**config.mk**
```make
export PLATFORM = sky130hd
export DESIGN_NAME = cbsl_core
export DESIGN_NICKNAME = d
export VERILOG_FILES = /design/src/hw/cbsl_pkg.sv /design/src/hw/cbsl_core.sv
export SDC_FILE = /design/constraint.sdc
export NUM_CORES = 1
export LEC_CHECK = 0
export BUFFER_PORTS_ARGS = -buffer_cell sky130_fd_sc_hd__buf_2
export CAP_MARGIN = 20
export CORE_UTILIZATION = 49
export CTS_CLUSTER_DIAMETER = 40
export DETAILED_ROUTE_END_ITERATION = 8
export GPL_ROUTABILITY_DRIVEN = 0
export PLACE_DENSITY = 0.87
export SLEW_MARGIN = 20
export SYNTH_ARGS = -nofsm -noshare
export SYNTH_HDL_FRONTEND = slang
export SYNTH_SLANG_ARGS = --single-unit
export TNS_END_PERCENT = 5
```
**constraint.sdc**
```tcl
create_clock -name clk -period 7.6 [get_ports clk]
set_input_delay 0.76 -clock clk [delete_from_list [all_inputs] [get_ports clk]]
set_output_delay 0.76 -clock clk [all_outputs]
set_load 0.02 [all_outputs]
```
**src/hw/cbsl_pkg.sv**
```systemverilog
`default_nettype none
package cbsl_pkg;
   // error counter limits
   localparam logic [8:0] CBSL_WARN_LIMIT    = 9'h060;  // 96
   localparam logic [8:0] CBSL_PASSIVE_LIMIT = 9'h07F;  // 127
   localparam logic [8:0] CBSL_BUSOFF_LIMIT  = 9'h0FF;  // 255
   localparam logic [8:0] CBSL_CNT_MAX       = 9'h1FF;
   // transmit buffer geometry
   localparam int CBSL_TX_BUFS    = 3;
   localparam int CBSL_TX_BYTES   = 14;
   localparam int CBSL_DATA_BYTES = 8;
   localparam int CBSL_ID_BYTES   = 5;
   // bit timing limits
   localparam int CBSL_PRESC_MIN  = 1;
   localparam int CBSL_PRESC_MAX  = 64;
   localparam int CBSL_TQ_MIN     = 8;
   localparam int CBSL_TQ_MAX     = 25;
   localparam int CBSL_ID_BITS    = 29;
   // transmit engine states
   typedef enum logic [2:0] {
      CBSL_IDLE = 3'h1,
      CBSL_SEND = 3'h2,
      CBSL_DONE = 3'h4
   } cbsl_tx_state_t;
endpackage : cbsl_pkg
`default_nettype wire

```
**src/hw/cbsl_core.sv**
```systemverilog
// Functional notes
// two acceptance masks, zero bit always matches
// overrun sets buffer overrun and error flags
// no double buffering: buffer zero never diverts
// double buffering: divert to one, else overrun
// receive errors bump receive error count
// receive count at 96 sets warning flag
// loaded message flags its buffer interrupt
// wake-up raises wake-up interrupt
// receive error sets invalid-message and error flags
// receive count above 127 gives error-passive
// three transmit buffers of fourteen bytes
// two-bit priority, 11 highest, 00 lowest
// request write clears aborted, lost, error flags
// highest priority queued buffer sent first
// first-attempt success clears request, interrupts
// failure keeps request, sets error or lost
// aborts honoured when idle, set aborted flag
// transmit errors count, above 96 warn
// above 127 passive, above 255 bus-off
// empty transmit buffer raises transmit interrupt
// bit time is 8 to 25 quanta
// quantum from prescaler 1..64 then divide by two
`timescale 1ns/1ps
`default_nettype none
module cbsl_core
   import cbsl_pkg::*;
#(
   parameter int ID_W = CBSL_ID_BITS
) (
   // clock and reset
   input  wire logic                 clk,
   input  wire logic                 rst,
   // acceptance masks and filters, one per receive buffer
   input  wire logic [ID_W-1:0]      rx_mask0,
   input  wire logic [ID_W-1:0]      rx_mask1,
   input  wire logic [ID_W-1:0]      rx_filter0,
   input  wire logic [ID_W-1:0]      rx_filter1,
   input  wire logic                 double_buffer_enable,
   // message assembly buffer hand-off from the protocol engine
   input  wire logic                 frame_valid,
   input  wire logic [ID_W-1:0]      frame_id,
   input  wire logic                 rx_crc_error,
   input  wire logic                 rx_stuff_error,
   input  wire logic                 rx_invalid_error,
   // software release of receive buffers and flag clears
   input  wire logic [1:0]           rx_release,
   input  wire logic [1:0]           rx_if_clear,
   input  wire logic [1:0]           rx_ovr_clear,
   input  wire logic                 error_flag_clear,
   input  wire logic                 invalid_clear,
   input  wire logic                 wake_event,
   input  wire logic                 wake_clear,
   // transmit control
   input  wire logic [2:0]           tx_request_set,
   input  wire logic [2:0]           tx_request_clear,
   input  wire logic [5:0]           tx_priority_field,
   input  wire logic                 abort_all_pending,
   input  wire logic                 tx_interrupt_enable,
   input  wire logic [2:0]           tx_if_clear,
   // bus engine status
   input  wire logic                 bus_available,
   input  wire logic                 tx_success,
   input  wire logic                 tx_arb_lost,
   input  wire logic                 tx_ack_error,
   input  wire logic                 tx_form_error,
   input  wire logic                 tx_bit_error,
   // bit timing
   input  wire logic [5:0]           baud_prescale,
   input  wire logic [4:0]           bit_quanta,
   // receive status
   output logic [1:0]                rx_buffer_full,
   output logic [1:0]                rx_buffer_interrupt_flag,
   output logic [1:0]                rx_buffer_overrun_flag,
   output logic                      error_interrupt_flag,
   output logic                      invalid_message_flag,
   output logic                      rx_warning_flag,
   output logic                      rx_error_passive_flag,
   output logic [7:0]                receive_error_count,
   output logic                      wake_interrupt_flag,
   // transmit status
   output logic [2:0]                tx_request_bit,
   output logic [2:0]                tx_aborted_flag,
   output logic [2:0]                tx_arbitration_lost_flag,
   output logic [2:0]                tx_error_flag,
   output logic [2:0]                tx_buffer_interrupt_flag,
   output logic                      tx_warning_flag,
   output logic                      tx_error_passive_flag,
   output logic                      bus_off_flag,
   output logic [7:0]                transmit_error_count,
   output logic                      tx_active,
   output logic [1:0]                tx_active_buf,
   // bit timing strobes
   output logic                      tq_tick,
   output logic                      bit_tick
);

   if (ID_W < 1 || ID_W > CBSL_ID_BITS) $error("cbsl_core: bad ID_W"); // refuse bad widths

   // acceptance decision, zero mask bit is a don't care
   logic       hit0, hit1, rx_err;
   assign hit0   = (((frame_id ^ rx_filter0) & rx_mask0) == '0);
   assign hit1   = (((frame_id ^ rx_filter1) & rx_mask1) == '0);
   assign rx_err = rx_crc_error | rx_stuff_error | rx_invalid_error;

   // routing of an accepted, clean message
   logic [1:0] load, ovr;
   always_comb begin
      load = 2'h0;
      ovr  = 2'h0;
      if (frame_valid && !rx_err) begin
         if (hit0) begin
            if (!rx_buffer_full[0]) begin
               load[0] = 1'b1;
            end else if (double_buffer_enable && !rx_buffer_full[1]) begin
               load[1] = 1'b1;
            end else if (double_buffer_enable) begin
               ovr[1] = 1'b1;
            end else begin
               ovr[0] = 1'b1;
            end
         end else if (hit1) begin
            if (!rx_buffer_full[1]) load[1] = 1'b1;
            else ovr[1] = 1'b1;
         end
      end
   end

   // receive buffer occupancy and per-buffer flags, set wins over clear
   always_ff @(posedge clk or posedge rst) begin
      if (rst) begin
         rx_buffer_full           <= 2'h0;
         rx_buffer_interrupt_flag <= 2'h0;
         rx_buffer_overrun_flag   <= 2'h0;
      end else begin
         rx_buffer_full           <= (rx_buffer_full & ~rx_release) | load;
         rx_buffer_interrupt_flag <= (rx_buffer_interrupt_flag & ~rx_if_clear) | load;
         rx_buffer_overrun_flag   <= (rx_buffer_overrun_flag & ~rx_ovr_clear) | ovr;
      end
   end

   // receive error counter, saturating
   logic [8:0] next_rec;
   assign next_rec = {1'b0, receive_error_count} + 9'h001;
   always_ff @(posedge clk or posedge rst) begin
      if (rst) begin
         receive_error_count <= 8'h00;
      end else if (frame_valid && rx_err && receive_error_count != 8'hFF) begin
         receive_error_count <= next_rec[7:0];
      end
   end

   // transmit error counter, one extra bit to see the bus-off crossing
   logic [8:0] tec;
   logic       tx_err_ev;
   assign tx_err_ev = tx_active && (tx_ack_error | tx_form_error | tx_bit_error);
   always_ff @(posedge clk or posedge rst) begin
      if (rst) begin
         tec <= 9'h000;
      end else if (tx_err_ev && tec != CBSL_CNT_MAX) begin
         tec <= tec + 9'h001;
      end
   end

   // error state flags derived from the counters
   logic rx_warn_now, tx_warn_now;
   assign rx_warn_now = {1'b0, receive_error_count} >= CBSL_WARN_LIMIT;
   assign tx_warn_now = tec > CBSL_WARN_LIMIT;
   always_ff @(posedge clk or posedge rst) begin
      if (rst) begin
         rx_warning_flag       <= 1'b0;
         rx_error_passive_flag <= 1'b0;
         tx_warning_flag       <= 1'b0;
         tx_error_passive_flag <= 1'b0;
         bus_off_flag          <= 1'b0;
         transmit_error_count  <= 8'h00;
      end else begin
         rx_warning_flag       <= rx_warn_now;
         rx_error_passive_flag <= {1'b0, receive_error_count} > CBSL_PASSIVE_LIMIT;
         tx_warning_flag       <= tx_warn_now;
         tx_error_passive_flag <= tec > CBSL_PASSIVE_LIMIT;
         bus_off_flag          <= bus_off_flag | (tec > CBSL_BUSOFF_LIMIT);
         transmit_error_count  <= tec[8] ? 8'hFF : tec[7:0];
      end
   end

   // common error and invalid-message flags, set wins over clear
   logic err_set;
   assign err_set = (|ovr) | (frame_valid && rx_err) | (rx_warn_now && !rx_warning_flag)
                  | (tx_warn_now && !tx_warning_flag) | (tx_err_ev && tx_interrupt_enable);
   always_ff @(posedge clk or posedge rst) begin
      if (rst) begin
         error_interrupt_flag <= 1'b0;
         invalid_message_flag <= 1'b0;
         wake_interrupt_flag  <= 1'b0;
      end else begin
         error_interrupt_flag <= (error_interrupt_flag & ~error_flag_clear) | err_set;
         invalid_message_flag <= (invalid_message_flag & ~invalid_clear)
                               | (frame_valid & rx_err);
         wake_interrupt_flag  <= (wake_interrupt_flag & ~wake_clear) | wake_event;
      end
   end

   // highest priority pending buffer, lower index wins a tie
   logic [1:0] best;
   logic       any_pend;
   always_comb begin
      best     = 2'h0;
      any_pend = 1'b0;
      for (int i = CBSL_TX_BUFS - 1; i >= 0; i--) begin
         if (tx_request_bit[i] && (!any_pend ||
             tx_priority_field[2*i +: 2] >= tx_priority_field[2*best +: 2])) begin
            best     = 2'(i);
            any_pend = 1'b1;
         end
      end
   end

   // transmit engine; priority is sampled only at start of frame
   cbsl_tx_state_t state;
   logic           end_ev;
   assign end_ev = tx_success | tx_arb_lost | tx_err_ev;
   always_ff @(posedge clk or posedge rst) begin
      if (rst) begin
         state         <= CBSL_IDLE;
         tx_active     <= 1'b0;
         tx_active_buf <= 2'h0;
      end else begin
         case (state)
            CBSL_IDLE: begin
               if (bus_available && any_pend && !bus_off_flag && !abort_all_pending) begin
                  state         <= CBSL_SEND;
                  tx_active     <= 1'b1;
                  tx_active_buf <= best;
               end
            end
            CBSL_SEND: begin
               if (end_ev) begin
                  state     <= CBSL_DONE;
                  tx_active <= 1'b0;
               end
            end
            CBSL_DONE: state <= CBSL_IDLE;
            default:   state <= CBSL_IDLE;
         endcase
      end
   end

   // per-buffer request and outcome flags
   genvar g;
   generate
      for (g = 0; g < CBSL_TX_BUFS; g++) begin : g_txb
         logic mine, abort_req;
         assign mine      = tx_active && tx_active_buf == 2'(g);
         assign abort_req = (tx_request_clear[g] | abort_all_pending) & tx_request_bit[g];
         always_ff @(posedge clk or posedge rst) begin
            if (rst) begin
               tx_request_bit[g]           <= 1'b0;
               tx_aborted_flag[g]          <= 1'b0;
               tx_arbitration_lost_flag[g] <= 1'b0;
               tx_error_flag[g]            <= 1'b0;
            end else if (tx_request_set[g]) begin
               tx_request_bit[g]           <= 1'b1;
               tx_aborted_flag[g]          <= 1'b0;
               tx_arbitration_lost_flag[g] <= 1'b0;
               tx_error_flag[g]            <= 1'b0;
            end else if (mine && tx_success) begin
               tx_request_bit[g] <= 1'b0;
            end else if (mine && tx_arb_lost) begin
               tx_arbitration_lost_flag[g] <= 1'b1;
               if (abort_req) begin
                  tx_request_bit[g]  <= 1'b0;
                  tx_aborted_flag[g] <= 1'b1;
               end
            end else if (mine && tx_err_ev) begin
               tx_error_flag[g] <= 1'b1;
               if (abort_req) begin
                  tx_request_bit[g]  <= 1'b0;
                  tx_aborted_flag[g] <= 1'b1;
               end
            end else if (abort_req && !mine) begin
               tx_request_bit[g]  <= 1'b0;
               tx_aborted_flag[g] <= 1'b1;
            end
         end
         // buffer available interrupt, only after a successful send
         always_ff @(posedge clk or posedge rst) begin
            if (rst) begin
               tx_buffer_interrupt_flag[g] <= 1'b0;
            end else begin
               tx_buffer_interrupt_flag[g] <= (tx_buffer_interrupt_flag[g] & ~tx_if_clear[g])
                  | (mine & tx_success & tx_interrupt_enable);
            end
         end
      end
   endgenerate

   // quantum: prescaler (value+1) then divide by two
   logic [5:0] pre_cnt;
   logic       half;
   logic [4:0] q_cnt, quanta;
   assign quanta = (bit_quanta < 5'(CBSL_TQ_MIN)) ? 5'(CBSL_TQ_MIN) :
                   (bit_quanta > 5'(CBSL_TQ_MAX)) ? 5'(CBSL_TQ_MAX) : bit_quanta;
   always_ff @(posedge clk or posedge rst) begin
      if (rst) begin
         pre_cnt <= 6'h00;
         half    <= 1'b0;
         tq_tick <= 1'b0;
      end else begin
         tq_tick <= 1'b0;
         if (pre_cnt >= baud_prescale) begin
            pre_cnt <= 6'h00;
            half    <= ~half;
            tq_tick <= half;
         end else begin
            pre_cnt <= pre_cnt + 6'h01;
         end
      end
   end

   // quanta per bit counter
   always_ff @(posedge clk or posedge rst) begin
      if (rst) begin
         q_cnt    <= 5'h00;
         bit_tick <= 1'b0;
      end else begin
         bit_tick <= 1'b0;
         if (tq_tick) begin
            if (q_cnt >= quanta - 5'h01) begin
               q_cnt    <= 5'h00;
               bit_tick <= 1'b1;
            end else begin
               q_cnt <= q_cnt + 5'h01;
            end
         end
      end
   end

   // checks
   overrun_err_a: assert property (@(posedge clk) disable iff (rst)
      (|ovr) |=> error_interrupt_flag) else $error("overrun without error flag");
   no_divert_a: assert property (@(posedge clk) disable iff (rst)
      (!double_buffer_enable && ovr[0] && !rx_buffer_full[1])
      |=> !rx_buffer_full[1] && rx_buffer_overrun_flag[0]) else $error("diverted");
   dbl_divert_a: assert property (@(posedge clk) disable iff (rst)
      (double_buffer_enable && hit0 && frame_valid && !rx_err && rx_buffer_full == 2'h1)
      |=> rx_buffer_full[1]) else $error("no divert");
   rec_inc_a: assert property (@(posedge clk) disable iff (rst)
      (frame_valid && rx_err && receive_error_count < 8'hFF)
      |=> receive_error_count == $past(receive_error_count) + 8'h01) else $error("rec");
   rx_warn_a: assert property (@(posedge clk) disable iff (rst)
      (receive_error_count >= 8'h60) |=> rx_warning_flag) else $error("rx warn");
   rx_load_if_a: assert property (@(posedge clk) disable iff (rst)
      load[0] |=> rx_buffer_interrupt_flag[0]) else $error("rx flag");
   req_clr_a: assert property (@(posedge clk) disable iff (rst)
      tx_request_set[0] |=> tx_request_bit[0] && !tx_aborted_flag[0] && !tx_error_flag[0])
      else $error("request");
   success_a: assert property (@(posedge clk) disable iff (rst)
      (tx_active && tx_success && !tx_request_set[tx_active_buf])
      |=> !tx_request_bit[$past(tx_active_buf)]) else $error("success");
   lost_keep_a: assert property (@(posedge clk) disable iff (rst)
      (tx_active && tx_arb_lost && !tx_request_clear[tx_active_buf] && !abort_all_pending)
      |=> tx_request_bit[$past(tx_active_buf)]) else $error("lost");
   busoff_a: assert property (@(posedge clk) disable iff (rst)
      (tec > 9'h0FF) |=> bus_off_flag) else $error("bus off");
   tq_gap_a: assert property (@(posedge clk) disable iff (rst)
      (tq_tick && baud_prescale == 6'h00 && $stable(baud_prescale)) |=> !tq_tick)
      else $error("tq");
endmodule : cbsl_core
`default_nettype wire

```
==> run_results.csv <==
group,metric,value,unit
run_status,status,"finished clean",
clocking,clock_path_buffers,2,
min_path,worstHoldPathType,"reg2reg",
synthesis,syn_area_per_cell,9.83,sq um
worst_setup_path,crit_fanout,9,
clocking,clkTransAtPathRegs,0.08,ns
grt,grt.total_usage,31.4,%
power_and_ir_drop,power.density,218,mW/mm^2
synthesis,synthFlopType,"dfrtp_1",
routing,drt_iter0_drc,226,
grt,grt_pass1_wl,23200,um
routing,vias_per_cell,5.48,
synthesis,async_reset_ff_share,100,%
routing,routedWlPerCell,17.5,um
synthesis,synth_edf_count,0,
worst_setup_path,critical-path-slowest-cell,"dfrtp_1",
clocking,cts_tree,"done",
routing,drtAntennaViolNets,0,
floorplan,die_h,97.1,um
layout,multi_input_area,0.00243,sq mm
clocking,cts_sinks,74,
synthesis,synth_cells,451,
routing,totalWireLength,14400,um
worst_setup_path,slowest_delay,0.54,ns
place,place.port_buffers,245,
layout,nFillCells,699,
clocking,numCtsBuffers,9,
floorplan,rows,34,
routing,via_count,4497,
sta,drv_slew,0,
clocking,cts_hold_repair.buffers,0,
sta,setup_tns,0,ns
power_and_ir_drop,power,1.30,mW
sta,hold_viol_final,0,
worst_setup_path,critPathCaptureType,"flop",
grt,grt_use_met3,8.85,%
worst_setup_path,cp_cell_sequence,"mux2i_1, ha_1, o21ai_0, nand3b_1, nand2_1, mux2_2, ha_1, o21ai_0, a21boi_0, a211oi_1, a21o_1",
place,hpwl,12000,um
layout,seq_area,0.00185,sq mm
layout,fin_area,0.00596,sq mm
floorplan,start_util,50.8,%
routing,drc,0,
sta,min_period,2.79,ns
power_and_ir_drop,irDropWorstVdd,0.000160,V
grt,grt_use_met2,52.4,%
synthesis,ys.warnings.count,0,
clocking,cts_setup_buffers,0,
synthesis,synth.most_common_cell,"dfrtp_1",
worst_setup_path,worstPathRequired,7.88,ns
grt,gr-total-overflow,0,
clocking,cts_root_buf,"clkbuf_8",
grt,met1_usage,40.6,%
layout,area_growth,34.5,%
grt,grt_max_degree,75,
worst_setup_path,arrival,3.07,ns
layout,num-nets-final,926,
synthesis,netlist_area,0.00443,sq mm
power_and_ir_drop,p_leak,3.11,nW
floorplan,design.die.area,0.00943,sq mm
routing,drtPass1Iterations,5,
sta,fmax,358,MHz
synthesis,ys_seq_elements,74,
synthesis,ys_seq_area_share,41.8,%
synthesis,synth_top_cell_area_share,41.2,%
grt,grt_busiest_layer,"met2",
floorplan,boundaryPins,246,
synthesis,ys_types,49,
clocking,ctsResizeCount,0,
sta,rsz0062_at_grt,"false",
sta,fin_crit_sh,36.7,%
layout,drive_gt1_share,39.8,%
sta,slew_headroom,38.2,%
sta,clock_skew,0.00717,ns
grt,antenna_found_initial,2,
clocking,htree_levels,3,
synthesis,synth.largest_area_cell,"dfrtp_1",
synthesis,syn-num-nets,671,
worst_setup_path,critPathKind,"reg2reg",
floorplan,coreArea,0.00872,sq mm
floorplan,fp.dieW,97.1,um
worst_setup_path,cp-start-kind,"flop",
flow_run,maxCapViolCount,0,
clocking,clk_latency,0.33,ns
synthesis,synth_area_leaders,"dfrtp_1, xor2_1, ha_1",
sta,worst_slew_pin_slew,0.927,ns
place,place_area,0.00580,sq mm
grt,first_global_vias,4718,
synthesis,synthTopCellsByCount,"dfrtp_1, xor2_1, inv_1",
sta,setup_viol,0,
[sequential cells by signal, indices dropped and copies added (netlist names), 3 cells and up]
name	flops
q_cnt	5
state	3
tx_buffer_interrupt_flag	3
tx_request_bit	3
pre_cnt	6
tx_error_flag	3
receive_error_count	8
tec	9
tx_arbitration_lost_flag	3
transmit_error_count	8
tx_aborted_flag	3
[layout by cell type, fill, tap and decap left out, drive strengths merged, types with 2 or more instances in the layout]
| cell type | n |
|---|---|
| a211oi | 3 |
| a21boi | 3 |
| a21o | 7 |
| a21oi | 18 |
| a22oi | 28 |
| a31o | 3 |
| a31oi | 3 |
| and2 | 3 |
| and3 | 4 |
| buf | 246 |
| clkbuf | 11 |
| clkinv | 3 |
| clkinvlp | 2 |
| dfrtp | 73 |
| ha | 24 |
| inv | 37 |
| mux2 | 2 |
| mux2i | 2 |
| nand2 | 34 |
| nand2b | 10 |
| nand3 | 11 |
| nand3b | 4 |
| nand4 | 9 |
| nor2 | 23 |
| nor2b | 3 |
| nor3 | 7 |
| nor3b | 2 |
| nor4 | 2 |
| nor4b | 2 |
| o211ai | 2 |
| o21ai | 17 |
| o221ai | 4 |
| o22ai | 7 |
| o31ai | 3 |
| or2 | 7 |
| or3 | 4 |
| xnor2 | 15 |
| xor2 | 64 |
[metal layers]
metal  routed length [um]  vias up  part of all wire, %
li1                     -     2102                    -
met1                 6030     2155                   42
met2                 6920      210                   48
met3                 1230       28                  8.5
met4                  181        2                  1.3
met5                    8        -                0.056
[critical path: cells and delay by family (launching register included)]
kind / cells / cell delay, ns
compound gates: 5 / 0.71
fa+ha+maj: 2 / 0.54
flops: 1 / 0.54
mux: 2 / 0.66
simple gates: 2 / 0.29
[cell families (layout without fill, tap and decap cells)]
group | count (synthesis) | in the layout | share of synthesized area (%)
adder cells (fa/ha/maj) | 24 | 24 | 6.77
other | 0 | 1 | 0
flip-flops | 74 | 74 | 41.8
AO/OA/AOI/OAI | 104 | 104 | 16.0
XOR/XNOR | 79 | 79 | 15.6
AND/OR/NAND/NOR | 127 | 127 | 15.5
buffers and inverters | 39 | 299 | 3.30
multiplexers | 4 | 4 | 0.959
[per-stage QoR]
stage | std cells | hold slack (ns) | setup WS, ns | utilization, %
floorplan | 451 | 0.434 | 4.83 | -
global placement | 803 | 0.447 | 4.67 | 66.5
detailed placement | 803 | 0.453 | 4.48 | 66.5
CTS | 819 | 0.468 | 4.86 | 68.4
global route | 820 | 0.496 | 4.58 | 68.4
finish | 820 | 0.468 | 4.81 | 68.4
[final cells by class]
class | count | area share (%)
antenna | 1 | 0.0420
clock buffer | 11 | 2.20
clock inverter | 5 | 0.567
inverter | 37 | 2.33
multi-input combinational | 338 | 40.8
sequential | 74 | 31.1
tap | 108 | 2.27
timing repair buffer | 246 | 20.7
[worst paths after layout]
check                                  start                    end  slack, ns  cells after the start
min                                     half                   half       0.47                      1
min in group asynchronous                rst  rx_error_passive_flag       0.70                      3
max                        tx_request_bit[2]       tx_active_buf[1]       4.81                     11
max reg2reg                tx_request_bit[2]       tx_active_buf[1]       4.81                     11
max in group asynchronous                rst                 tec[5]       6.30                      3
min reg2reg                             half                   half       0.47                      1
[where the power goes]
part           total [mW]  internal, mW  leakage, nW  switching (mW)
Combinational       0.472         0.212         2.13           0.260
Sequential          0.568         0.478        0.903          0.0898
Clock               0.262         0.118       0.0793           0.144
Total                1.30         0.808         3.11           0.493
(Power assumes the default switching activity.)
